## src/pin_mux_pkg.sv

```systemverilog
// Shared constants and types for the address/data pin mux
package pin_mux_pkg;

  // Register byte offsets
  localparam logic [7:0] OFF_BUS_CTRL  = 8'h00;
  localparam logic [7:0] OFF_PB_FSEL   = 8'h04;
  localparam logic [7:0] OFF_CLKO_SEL  = 8'h08;
  localparam logic [7:0] OFF_PB_DIR    = 8'h0C;
  localparam logic [7:0] OFF_PB_OUT    = 8'h10;
  localparam logic [7:0] OFF_PB_IN     = 8'h14;
  localparam logic [7:0] OFF_PF_GPIO   = 8'h18;
  localparam logic [7:0] OFF_PF_DIR    = 8'h1C;
  localparam logic [7:0] OFF_PF_OUT    = 8'h20;
  localparam logic [7:0] OFF_PF_IN     = 8'h24;
  localparam logic [7:0] OFF_PF_PULLUP = 8'h28;
  localparam logic [7:0] OFF_STATUS    = 8'h2C;

  // Field positions
  localparam int DRV_HOLD_BIT = 0;
  localparam int PF_LSB       = 9;
  localparam int ST_FULL_ADDR = 0;
  localparam int ST_BUS_ACT   = 1;

  // Values after reset
  localparam logic [15:0] RST_PF_PULLUP = 16'hFE00;
  localparam logic        RST_DRV_HOLD  = 1'b0;

  // AXI responses
  localparam logic [1:0] RESP_OKAY   = 2'b00;
  localparam logic [1:0] RESP_SLVERR = 2'b10;

  // One pin as seen by the pad
  typedef struct packed {
    logic o;
    logic oe;
  } pin_t;

  // Function of one port B pin
  typedef enum logic [2:0] {
    FN_GPIO = 3'b001,
    FN_ADDR = 3'b010,
    FN_CLK  = 3'b100
  } pin_func_t;

endpackage : pin_mux_pkg

```

## src/address_data_pin_mux.sv

```systemverilog
// Pin mux for upper address, clock monitor and low data pins
//
// Added by the designer: the AXI4-Lite interface to the registers and the register offsets.
`timescale 1ns/1ps
module address_data_pin_mux #(
  parameter int PB_PINS  = 4,
  parameter int PF_PINS  = 7,
  parameter int CTRL_W   = 3
) (
  // Clock and reset
  input  wire logic                 aclk,
  input  wire logic                 aresetn,
  // AXI4-Lite write address
  input  wire logic                 awvalid,
  output logic                      awready,
  input  wire logic [7:0]           awaddr,
  // AXI4-Lite write data
  input  wire logic                 wvalid,
  output logic                      wready,
  input  wire logic [31:0]          wdata,
  input  wire logic [3:0]           wstrb,
  // AXI4-Lite write response
  output logic                      bvalid,
  input  wire logic                 bready,
  output logic [1:0]                bresp,
  // AXI4-Lite read
  input  wire logic                 arvalid,
  output logic                      arready,
  input  wire logic [7:0]           araddr,
  output logic                      rvalid,
  input  wire logic                 rready,
  output logic [31:0]               rdata,
  output logic [1:0]                rresp,
  // External memory interface core side
  input  wire logic                 emi_bus_active,
  input  wire logic [PB_PINS-1:0]   emi_addr_hi,
  input  wire logic [CTRL_W-1:0]    emi_ctrl,
  input  wire logic [PF_PINS-1:0]   emi_data_out,
  input  wire logic                 emi_data_drive,
  output logic [PF_PINS-1:0]        emi_data_in,
  // Clocks to monitor
  input  wire logic                 prescaler_clock,
  input  wire logic                 system_clock_main,
  input  wire logic                 system_clock_second,
  input  wire logic                 oscillator_clock,
  // Port B pins 4..7
  input  wire logic [PB_PINS-1:0]   pb_pad_i,
  output logic [PB_PINS-1:0]        pb_pad_o,
  output logic [PB_PINS-1:0]        pb_pad_oe,
  // Port F pins 9..15 (data 0..6)
  input  wire logic [PF_PINS-1:0]   pf_pad_i,
  output logic [PF_PINS-1:0]        pf_pad_o,
  output logic [PF_PINS-1:0]        pf_pad_oe,
  output logic [PF_PINS-1:0]        pf_pad_pullup,
  // Memory control pins
  output logic [CTRL_W-1:0]         ctrl_pad_o,
  output logic [CTRL_W-1:0]         ctrl_pad_oe
);

  // Widths that the register map cannot serve are refused
  if (PB_PINS != 4) begin : g_pb_check
    $error("PB_PINS must be 4");
  end
  if (PF_PINS < 1 || PF_PINS > 7) begin : g_pf_check
    $error("PF_PINS must be 1 to 7");
  end
  if (CTRL_W < 1 || CTRL_W > 8) begin : g_ctrl_check
    $error("CTRL_W must be 1 to 8");
  end

  localparam int PFL = pin_mux_pkg::PF_LSB;

  // Register state
  logic                 drive_hold_bit;
  logic [PB_PINS-1:0]   portb_function_select;
  logic [PB_PINS-1:0]   clock_out_select_register;
  logic [PB_PINS-1:0]   pb_dir;
  logic [PB_PINS-1:0]   pb_out;
  logic [PB_PINS-1:0]   pb_in;
  logic [PF_PINS-1:0]   pf_gpio;
  logic [PF_PINS-1:0]   pf_dir;
  logic [PF_PINS-1:0]   pf_out;
  logic [PF_PINS-1:0]   pf_in;
  logic [PF_PINS-1:0]   portf_pullup_enable;

  // Bus strobes
  logic                 wr_en;
  logic [7:0]           wr_addr;
  logic [31:0]          wr_data;
  logic [3:0]           wr_strb;
  logic                 wr_err;
  logic                 rd_en;
  logic [7:0]           rd_addr;
  logic [31:0]          rd_data;
  logic                 rd_err;

  // Derived pin control
  pin_mux_pkg::pin_func_t pb_func [PB_PINS];
  logic [PB_PINS-1:0]   clk_mon;
  logic                 bus_drive;
  logic                 full_addr;
  logic [CTRL_W-1:0]    ctrl_q;
  logic                 ctrl_oe_q;
  logic [PF_PINS-1:0]   data_hold;
  pin_mux_pkg::pin_t    pb_pad [PB_PINS];
  pin_mux_pkg::pin_t    pf_pad [PF_PINS];

  axil_slave u_slave (
    .aclk    (aclk),
    .aresetn (aresetn),
    .awvalid (awvalid),
    .awready (awready),
    .awaddr  (awaddr),
    .wvalid  (wvalid),
    .wready  (wready),
    .wdata   (wdata),
    .wstrb   (wstrb),
    .bvalid  (bvalid),
    .bready  (bready),
    .bresp   (bresp),
    .arvalid (arvalid),
    .arready (arready),
    .araddr  (araddr),
    .rvalid  (rvalid),
    .rready  (rready),
    .rdata   (rdata),
    .rresp   (rresp),
    .wr_en   (wr_en),
    .wr_addr (wr_addr),
    .wr_data (wr_data),
    .wr_strb (wr_strb),
    .wr_err  (wr_err),
    .rd_en   (rd_en),
    .rd_addr (rd_addr),
    .rd_data (rd_data),
    .rd_err  (rd_err)
  );

  // Write decode; the input and status words are read-only
  always_comb begin
    if (wr_addr == pin_mux_pkg::OFF_PB_IN ||
        wr_addr == pin_mux_pkg::OFF_PF_IN) begin
      wr_err = 1'b1;
    end else begin
      wr_err = wr_addr[1:0] != 2'b00 ||
               wr_addr > pin_mux_pkg::OFF_PF_PULLUP;
    end
  end

  // Bus control: drive-hold defaults to floating when idle
  always_ff @(posedge aclk) begin
    if (!aresetn) begin
      drive_hold_bit <= pin_mux_pkg::RST_DRV_HOLD;
    end else if (wr_en && wr_strb[0] &&
                 wr_addr == pin_mux_pkg::OFF_BUS_CTRL) begin
      drive_hold_bit <= wr_data[pin_mux_pkg::DRV_HOLD_BIT];
    end
  end

  // Port B function, clock-out select, direction and output latch
  always_ff @(posedge aclk) begin
    if (!aresetn) begin
      portb_function_select     <= '0;
      clock_out_select_register <= '0;
      pb_dir <= '0;
      pb_out <= '0;
    end else if (wr_en && wr_strb[0]) begin
      if (wr_addr == pin_mux_pkg::OFF_PB_FSEL) begin
        portb_function_select <= wr_data[PB_PINS-1:0];
      end
      if (wr_addr == pin_mux_pkg::OFF_CLKO_SEL) begin
        clock_out_select_register <= wr_data[PB_PINS-1:0];
      end
      if (wr_addr == pin_mux_pkg::OFF_PB_DIR) begin
        pb_dir <= wr_data[PB_PINS-1:0];
      end
      if (wr_addr == pin_mux_pkg::OFF_PB_OUT) begin
        pb_out <= wr_data[PB_PINS-1:0];
      end
    end
  end

  // Port F registers sit in bits 15:9, byte lane 1
  always_ff @(posedge aclk) begin
    if (!aresetn) begin
      pf_gpio             <= '0;
      pf_dir              <= '0;
      pf_out              <= '0;
      portf_pullup_enable <=
        pin_mux_pkg::RST_PF_PULLUP[PFL +: PF_PINS];
    end else if (wr_en && wr_strb[1]) begin
      if (wr_addr == pin_mux_pkg::OFF_PF_GPIO) begin
        pf_gpio <= wr_data[PFL +: PF_PINS];
      end
      if (wr_addr == pin_mux_pkg::OFF_PF_DIR) begin
        pf_dir <= wr_data[PFL +: PF_PINS];
      end
      if (wr_addr == pin_mux_pkg::OFF_PF_OUT) begin
        pf_out <= wr_data[PFL +: PF_PINS];
      end
      // bit 9+n set enables pin n pull-up, clear turns it off
      if (wr_addr == pin_mux_pkg::OFF_PF_PULLUP) begin
        portf_pullup_enable <= wr_data[PFL +: PF_PINS];
      end
    end
  end

  // Pad input sampling, also fed back to the memory core
  always_ff @(posedge aclk) begin
    if (!aresetn) begin
      pb_in       <= '0;
      pf_in       <= '0;
      emi_data_in <= '0;
    end else begin
      pb_in       <= pb_pad_i;
      pf_in       <= pf_pad_i;
      emi_data_in <= pf_pad_i;
    end
  end

  // Read decode
  always_comb begin
    rd_data = '0;
    rd_err  = 1'b0;
    if (rd_addr == pin_mux_pkg::OFF_BUS_CTRL) begin
      rd_data[pin_mux_pkg::DRV_HOLD_BIT] = drive_hold_bit;
    end else if (rd_addr == pin_mux_pkg::OFF_PB_FSEL) begin
      rd_data[PB_PINS-1:0] = portb_function_select;
    end else if (rd_addr == pin_mux_pkg::OFF_CLKO_SEL) begin
      rd_data[PB_PINS-1:0] = clock_out_select_register;
    end else if (rd_addr == pin_mux_pkg::OFF_PB_DIR) begin
      rd_data[PB_PINS-1:0] = pb_dir;
    end else if (rd_addr == pin_mux_pkg::OFF_PB_OUT) begin
      rd_data[PB_PINS-1:0] = pb_out;
    end else if (rd_addr == pin_mux_pkg::OFF_PB_IN) begin
      rd_data[PB_PINS-1:0] = pb_in;
    end else if (rd_addr == pin_mux_pkg::OFF_PF_GPIO) begin
      rd_data[PFL +: PF_PINS] = pf_gpio;
    end else if (rd_addr == pin_mux_pkg::OFF_PF_DIR) begin
      rd_data[PFL +: PF_PINS] = pf_dir;
    end else if (rd_addr == pin_mux_pkg::OFF_PF_OUT) begin
      rd_data[PFL +: PF_PINS] = pf_out;
    end else if (rd_addr == pin_mux_pkg::OFF_PF_IN) begin
      rd_data[PFL +: PF_PINS] = pf_in;
    end else if (rd_addr == pin_mux_pkg::OFF_PF_PULLUP) begin
      rd_data[PFL +: PF_PINS] = portf_pullup_enable;
    end else if (rd_addr == pin_mux_pkg::OFF_STATUS) begin
      rd_data[pin_mux_pkg::ST_FULL_ADDR] = full_addr;
      rd_data[pin_mux_pkg::ST_BUS_ACT]   = emi_bus_active;
    end else begin
      rd_err = 1'b1;
    end
  end

  assign clk_mon = {oscillator_clock, system_clock_second,
                    system_clock_main, prescaler_clock};

  // idle bus floats unless drive-hold is set
  assign bus_drive = emi_bus_active || drive_hold_bit;

  // Port B pins: function decode and pad cell
  for (genvar i = 0; i < PB_PINS; i++) begin : g_pb
    always_comb begin
      if (!portb_function_select[i]) begin
        pb_func[i] = pin_mux_pkg::FN_GPIO;
      end else if (clock_out_select_register[i]) begin
        pb_func[i] = pin_mux_pkg::FN_CLK;
      end else begin
        pb_func[i] = pin_mux_pkg::FN_ADDR;
      end
    end

    logic per_o;
    logic per_oe;

    always_comb begin
      case (pb_func[i])
        pin_mux_pkg::FN_CLK: begin
          per_o  = clk_mon[i];
          per_oe = 1'b1;
        end
        pin_mux_pkg::FN_ADDR: begin
          per_o  = emi_addr_hi[i];
          per_oe = bus_drive;
        end
        default: begin
          per_o  = 1'b0;
          per_oe = 1'b0;
        end
      endcase
    end

    pin_cell u_cell (
      .aclk       (aclk),
      .aresetn    (aresetn),
      .periph_sel (portb_function_select[i]),
      .gpio_out   (pb_out[i]),
      .gpio_dir   (pb_dir[i]),
      .periph_out (per_o),
      .periph_oe  (per_oe),
      .pad        (pb_pad[i])
    );

    assign pb_pad_o[i]  = pb_pad[i].o;
    assign pb_pad_oe[i] = pb_pad[i].oe && aresetn;
  end

  assign full_addr = (portb_function_select == '1) &&
                     (clock_out_select_register == '0);

  // Last driven data, kept on the pins while idle with drive-hold
  always_ff @(posedge aclk) begin
    if (!aresetn) begin
      data_hold <= '0;
    end else if (emi_bus_active && emi_data_drive) begin
      data_hold <= emi_data_out;
    end
  end

  // Port F pins: data bus unless switched to GPIO
  for (genvar j = 0; j < PF_PINS; j++) begin : g_pf
    logic d_o;
    logic d_oe;

    always_comb begin
      if (emi_bus_active) begin
        d_o  = emi_data_out[j];
        d_oe = emi_data_drive;
      end else begin
        d_o  = data_hold[j];
        d_oe = drive_hold_bit;
      end
    end

    pin_cell u_cell (
      .aclk       (aclk),
      .aresetn    (aresetn),
      .periph_sel (!pf_gpio[j]),
      .gpio_out   (pf_out[j]),
      .gpio_dir   (pf_dir[j]),
      .periph_out (d_o),
      .periph_oe  (d_oe),
      .pad        (pf_pad[j])
    );

    assign pf_pad_o[j]      = pf_pad[j].o;
    assign pf_pad_oe[j]     = pf_pad[j].oe && aresetn;
    assign pf_pad_pullup[j] = portf_pullup_enable[j] || !aresetn;
  end

  // Memory control pins share the idle float behaviour
  always_ff @(posedge aclk) begin
    if (!aresetn) begin
      ctrl_q    <= '0;
      ctrl_oe_q <= 1'b0;
    end else begin
      ctrl_q    <= emi_ctrl;
      ctrl_oe_q <= bus_drive;
    end
  end

  assign ctrl_pad_o  = ctrl_q;
  assign ctrl_pad_oe = {CTRL_W{ctrl_oe_q && aresetn}};

endmodule : address_data_pin_mux

```

## src/pin_cell.sv

```systemverilog
// One pad cell: picks GPIO or peripheral drive, registered
`timescale 1ns/1ps
module pin_cell (
  // Clock and reset
  input  wire logic         aclk,
  input  wire logic         aresetn,
  // Selection
  input  wire logic         periph_sel,
  // GPIO side
  input  wire logic         gpio_out,
  input  wire logic         gpio_dir,
  // Peripheral side
  input  wire logic         periph_out,
  input  wire logic         periph_oe,
  // Pad drive
  output pin_mux_pkg::pin_t pad
);

  // Registered pad drive, released while reset is held
  always_ff @(posedge aclk) begin
    if (!aresetn) begin
      pad <= '0;
    end else if (periph_sel) begin
      pad.o  <= periph_out;
      pad.oe <= periph_oe;
    end else begin
      pad.o  <= gpio_out;
      pad.oe <= gpio_dir;
    end
  end

endmodule : pin_cell

```

## src/axil_slave.sv

```systemverilog
// AXI4-Lite slave front end: turns bus traffic into strobes
`timescale 1ns/1ps
module axil_slave (
  // Clock and reset
  input  wire logic        aclk,
  input  wire logic        aresetn,
  // Write address and data
  input  wire logic        awvalid,
  output logic             awready,
  input  wire logic [7:0]  awaddr,
  input  wire logic        wvalid,
  output logic             wready,
  input  wire logic [31:0] wdata,
  input  wire logic [3:0]  wstrb,
  // Write response
  output logic             bvalid,
  input  wire logic        bready,
  output logic [1:0]       bresp,
  // Read address and data
  input  wire logic        arvalid,
  output logic             arready,
  input  wire logic [7:0]  araddr,
  output logic             rvalid,
  input  wire logic        rready,
  output logic [31:0]      rdata,
  output logic [1:0]       rresp,
  // Register side
  output logic             wr_en,
  output logic [7:0]       wr_addr,
  output logic [31:0]      wr_data,
  output logic [3:0]       wr_strb,
  input  wire logic        wr_err,
  output logic             rd_en,
  output logic [7:0]       rd_addr,
  input  wire logic [31:0] rd_data,
  input  wire logic        rd_err
);

  logic aw_have;
  logic w_have;

  // Each channel is taken alone; the write fires once both are held
  assign awready = !aw_have && !bvalid;
  assign wready  = !w_have && !bvalid;
  assign wr_en   = aw_have && w_have && !bvalid;
  assign arready = !rvalid;
  assign rd_en   = arvalid && arready;
  assign rd_addr = araddr;

  // Write address capture
  always_ff @(posedge aclk) begin
    if (!aresetn) begin
      aw_have <= 1'b0;
      wr_addr <= '0;
    end else if (awvalid && awready) begin
      aw_have <= 1'b1;
      wr_addr <= awaddr;
    end else if (wr_en) begin
      aw_have <= 1'b0;
    end
  end

  // Write data capture
  always_ff @(posedge aclk) begin
    if (!aresetn) begin
      w_have  <= 1'b0;
      wr_data <= '0;
      wr_strb <= '0;
    end else if (wvalid && wready) begin
      w_have  <= 1'b1;
      wr_data <= wdata;
      wr_strb <= wstrb;
    end else if (wr_en) begin
      w_have <= 1'b0;
    end
  end

  // Write response
  always_ff @(posedge aclk) begin
    if (!aresetn) begin
      bvalid <= 1'b0;
      bresp  <= pin_mux_pkg::RESP_OKAY;
    end else if (wr_en) begin
      bvalid <= 1'b1;
      bresp  <= wr_err ? pin_mux_pkg::RESP_SLVERR
                       : pin_mux_pkg::RESP_OKAY;
    end else if (bready) begin
      bvalid <= 1'b0;
    end
  end

  // Read response, data sampled at the address handshake
  always_ff @(posedge aclk) begin
    if (!aresetn) begin
      rvalid <= 1'b0;
      rdata  <= '0;
      rresp  <= pin_mux_pkg::RESP_OKAY;
    end else if (rd_en) begin
      rvalid <= 1'b1;
      rdata  <= rd_data;
      rresp  <= rd_err ? pin_mux_pkg::RESP_SLVERR
                       : pin_mux_pkg::RESP_OKAY;
    end else if (rready) begin
      rvalid <= 1'b0;
    end
  end

endmodule : axil_slave

```

## config.mk

```make
export PLATFORM = sky130hd
export DESIGN_NAME = address_data_pin_mux
export DESIGN_NICKNAME = d
export VERILOG_FILES = /design/src/pin_mux_pkg.sv /design/src/address_data_pin_mux.sv /design/src/pin_cell.sv /design/src/axil_slave.sv
export SDC_FILE = /design/constraint.sdc
export NUM_CORES = 1
export LEC_CHECK = 0
export ABC_AREA = 1
export BUFFER_PORTS_ARGS = -buffer_cell sky130_fd_sc_hd__buf_2
export CAP_MARGIN = 20
export CORE_MARGIN = 1
export CORE_UTILIZATION = 52
export DETAILED_ROUTE_END_ITERATION = 10
export PLACE_DENSITY_LB_ADDON = 0.15
export SYNTH_ARGS = -nofsm -noshare
export SYNTH_HDL_FRONTEND = slang
export SYNTH_SLANG_ARGS = --single-unit
```

## constraint.sdc

```tcl
create_clock -name aclk -period 1.61 [get_ports aclk]
set_input_delay 0 -clock aclk [delete_from_list [all_inputs] [get_ports aclk]]
set_output_delay 0 -clock aclk [all_outputs]
set_load 0.02 [all_outputs]
```

==> impl_metrics.ini <==
[outcome]
status = complete, no violations

[routing]
wl_met1_um = 6160
wl_met3_um = 706
drt_pass1_iterations = 5
postRouteAntennaNets = 0
drt-total-wl_um = 15400
post_drt_wl_per_cell_um = 13.6
drc_errors = 0
viasPerCell = 4.98
routed.top_layer = met4
wl_met2_um = 8150
via_count = 5672
drt_iter0_markers = 338

[clock_tree]
clock_sinks = 127
clk_path_buf_depth = 2
clock_latency_ns = 0.52
cts_tree = done
path_clk_slew_ns = 0.06
cts_inserted_buffers = 17
h-tree-depth = 4
clock-root-buffer = clkbuf_8

[worst_setup_path]
slowest_stage = dlygate4sd3_1
crit_fanout = 3
path_cells = inv_1 > nand2_2 > nor2_4 > o2111ai_1 > a21oi_1 > dlygate4sd3_1
cp_num_buf_inv = 2
cp_top_family = buffers and inverters
endpoint_kind = flop
cpPeakStageDelay_ns = 0.56
critPathArrivalTime_ns = 1.99
setup.worst_path.class = reg -> reg
crit_required_ns = 2.08
crit_path_start_kind = flop

[floorplanning]
rows = 38
core_um2 = 10800
fp.dieH_um = 107
start_util_pct = 53.4
num_io_pins = 173
die_x_um = 107
dieArea_um2 = 11500

[logic_synthesis]
synth_top_family_by_area = simple AND/OR/NAND/NOR gates
synth_edf_count = 0
yosys.area.top_type = dfxtp_1
synth-compound-area-share_pct = 19.2
ys_seq_area_share_pct = 44.2
synthTopCellsByArea = dfxtp_1 44%, nand2_1 8.8%, a21oi_1 7.7%
synthFlopType = dfxtp_1
synth.top_cell.area_share_pct = 44.2
synth_adder_area_share_pct = 0
avgSynthCellArea_um2 = 7.22
yosysUniqueCellTypes = 32
syn-cell-area_um2 = 5760
synth_mux_area_share_pct = 0
ys_warn_count = 0
synth_seq_cells = 127
async_flop_share_pct = 0
syn_inst = 797
synthSimpleGateAreaFrac_pct = 21.8
synthXorXnorAreaFrac_pct = 0

[timing]
min_period_over_period_pct = 94.9
finClkSkew_ns = 0.00657
max_freq_mhz = 655
setup_viol = 0
maxSlewHeadroom_pct = 65.8
min_period_ns = 1.53
slew_violations = 0
worst_pin_slew_ns = 0.511
final-hold-violation-count = 0

[power_and_ir_drop]
power_frac_comb_pct = 10.6
p_per_area_nw_per_um2 = 1030
power_uw = 7930
seqPwrFrac_pct = 41.9
p_clk_share_pct = 47.5
internal_power_uw = 6030
p_switching_uw = 1900
p_sw_share_pct = 24.0
vdd_drop_max_mv = 0.668
p_leak_uw = 0.00378

[finish]
synthToLayoutAreaGrowth_pct = 34.2
drive_gt1_share_pct = 23.1
mostFrequentLayoutCells = 132 x nand2_1, 126 x buf_2, 124 x dfxtp_1
fill_cells = 892
antenna_cells = 0
layout_commonest_cell = nand2_1
stdcell_count = 1138
nets = 1075

[placement]
placedCellCount = 1033
gp_congestion = 0.893
io_buffers = 126
place_hpwl_um = 10400

[global_route]
grt_start_max_net_pins = 58
grt_pass1_vias = 5447
grt.overflow.total = 0
track_usage_pct = 28.0
antenna_found_initial = 0
grt_first_pass_wirelength_um = 24800

[flow_run]
max_cap_violations = 0

[worst_hold_path]
worstHoldPathType = in -> reg
[synth_stat cells (2+ instances only)]
library cell	count
nand2_1	135
dfxtp_1	127
inv_1	115
a21oi_1	89
o21ai_0	88
nor2_1	78
buf_4	37
nand3_1	25
clkbuf_1	22
nor2_2	10
o21ai_1	10
nand3_2	8
o211ai_1	8
or2_2	7
inv_2	6
nor2_4	6
nor3_1	4
a221oi_1	3
buf_6	3
a21oi_2	2
nand4_1	2
o211ai_2	2
[per-layer routing]
layer	up-vias	GRT usage, %
met5	-	0
met4	0	12.3
met3	33	6.14
met2	157	51.6
met1	2622	30.5
li1	2860	-
[sequential cells by signal, indices dropped and copies added (netlist names), 7 cells and up]
register             cells
g_pf.u_cell.pad         14
pf_out                   7
pf_dir                   7
u_slave.rdata           11
u_slave.wr_data         11
portf_pullup_enable      7
g_pb.u_cell.pad          8
pf_gpio                  7
data_hold                7
u_slave.wr_addr          8
pf_in                    7
[worst reg2reg max path, delay by kind of cell (launching register included)]
kind | cells | cell delay, ns
buffers and inverters | 2 | 0.65
DFF | 1 | 0.31
AOI/OAI and AO/OA | 2 | 0.29
and+or+nand+nor | 2 | 0.22
[cells by family after synthesis]
kind of cell	Yosys count
compound gates	207
buf+inv	184
flops	127
simple gates	278
other cells	1
[layout make-up]
| cell class | count | area [um2] | share of cell area, % |
|---|---|---|---|
| clock buffers | 22 | 453 | 5.86 |
| clock inverters | 10 | 136 | 1.77 |
| inverters | 121 | 454 | 5.88 |
| multi-input cells | 508 | 2480 | 32.1 |
| flip-flops and latches | 127 | 2550 | 33.0 |
| well taps | 140 | 175 | 2.27 |
| repair buffers | 210 | 1480 | 19.1 |
[repair_timing]
item / CTS / global route
pin swaps: 1 / 6
buffers inserted: 0 / 8
resized for setup: 1 / 16
endpoints found under the hold margin: 78 / 0
cloned: 0 / 0
setup endpoints to repair: 2 / 29
hold buffers: 66 / 0
[power by group through the flow]
stage | logic [uW] | registers, uW | clock network (uW)
2_1_floorplan | 482 | 3390 | 0
3_3_place_gp | 660 | 3380 | 0
3_5_place_dp | 679 | 3380 | 0
4_1_cts | 801 | 3320 | 3810
5_1_grt | 933 | 3330 | 3960
6_report | 843 | 3320 | 3770
[path summary, 6_finish.rpt]
check / from / to / slack [ns] / cells after the start
min reg2reg: u_slave.rdata[2] / u_slave.rdata[2] / 0.46 / 2
max: u_slave.rvalid / u_slave.rresp[1] / 0.08 / 6
min: emi_bus_active / g_pf[6].u_cell.pad[1] / 0.02 / 4
max reg2reg: u_slave.rvalid / u_slave.rresp[1] / 0.08 / 6
[stage by stage]
step	util (%)	hold slack, ns	TNS (ns)	worst slack [ns]	area, um2
floorplan	-	0.0976	0	0.137	5840
detailed placement	58.9	0.187	0	0.0688	6350
global placement	58.9	0.180	0	0.140	6350
CTS	70.5	0.000201	0	0.0155	7600
finish	71.6	0.0239	0	0.0824	7720
global route	71.6	0.0556	-0.0265	-0.00896	7720
No activity file was read; power rests on OpenSTA's default activity.
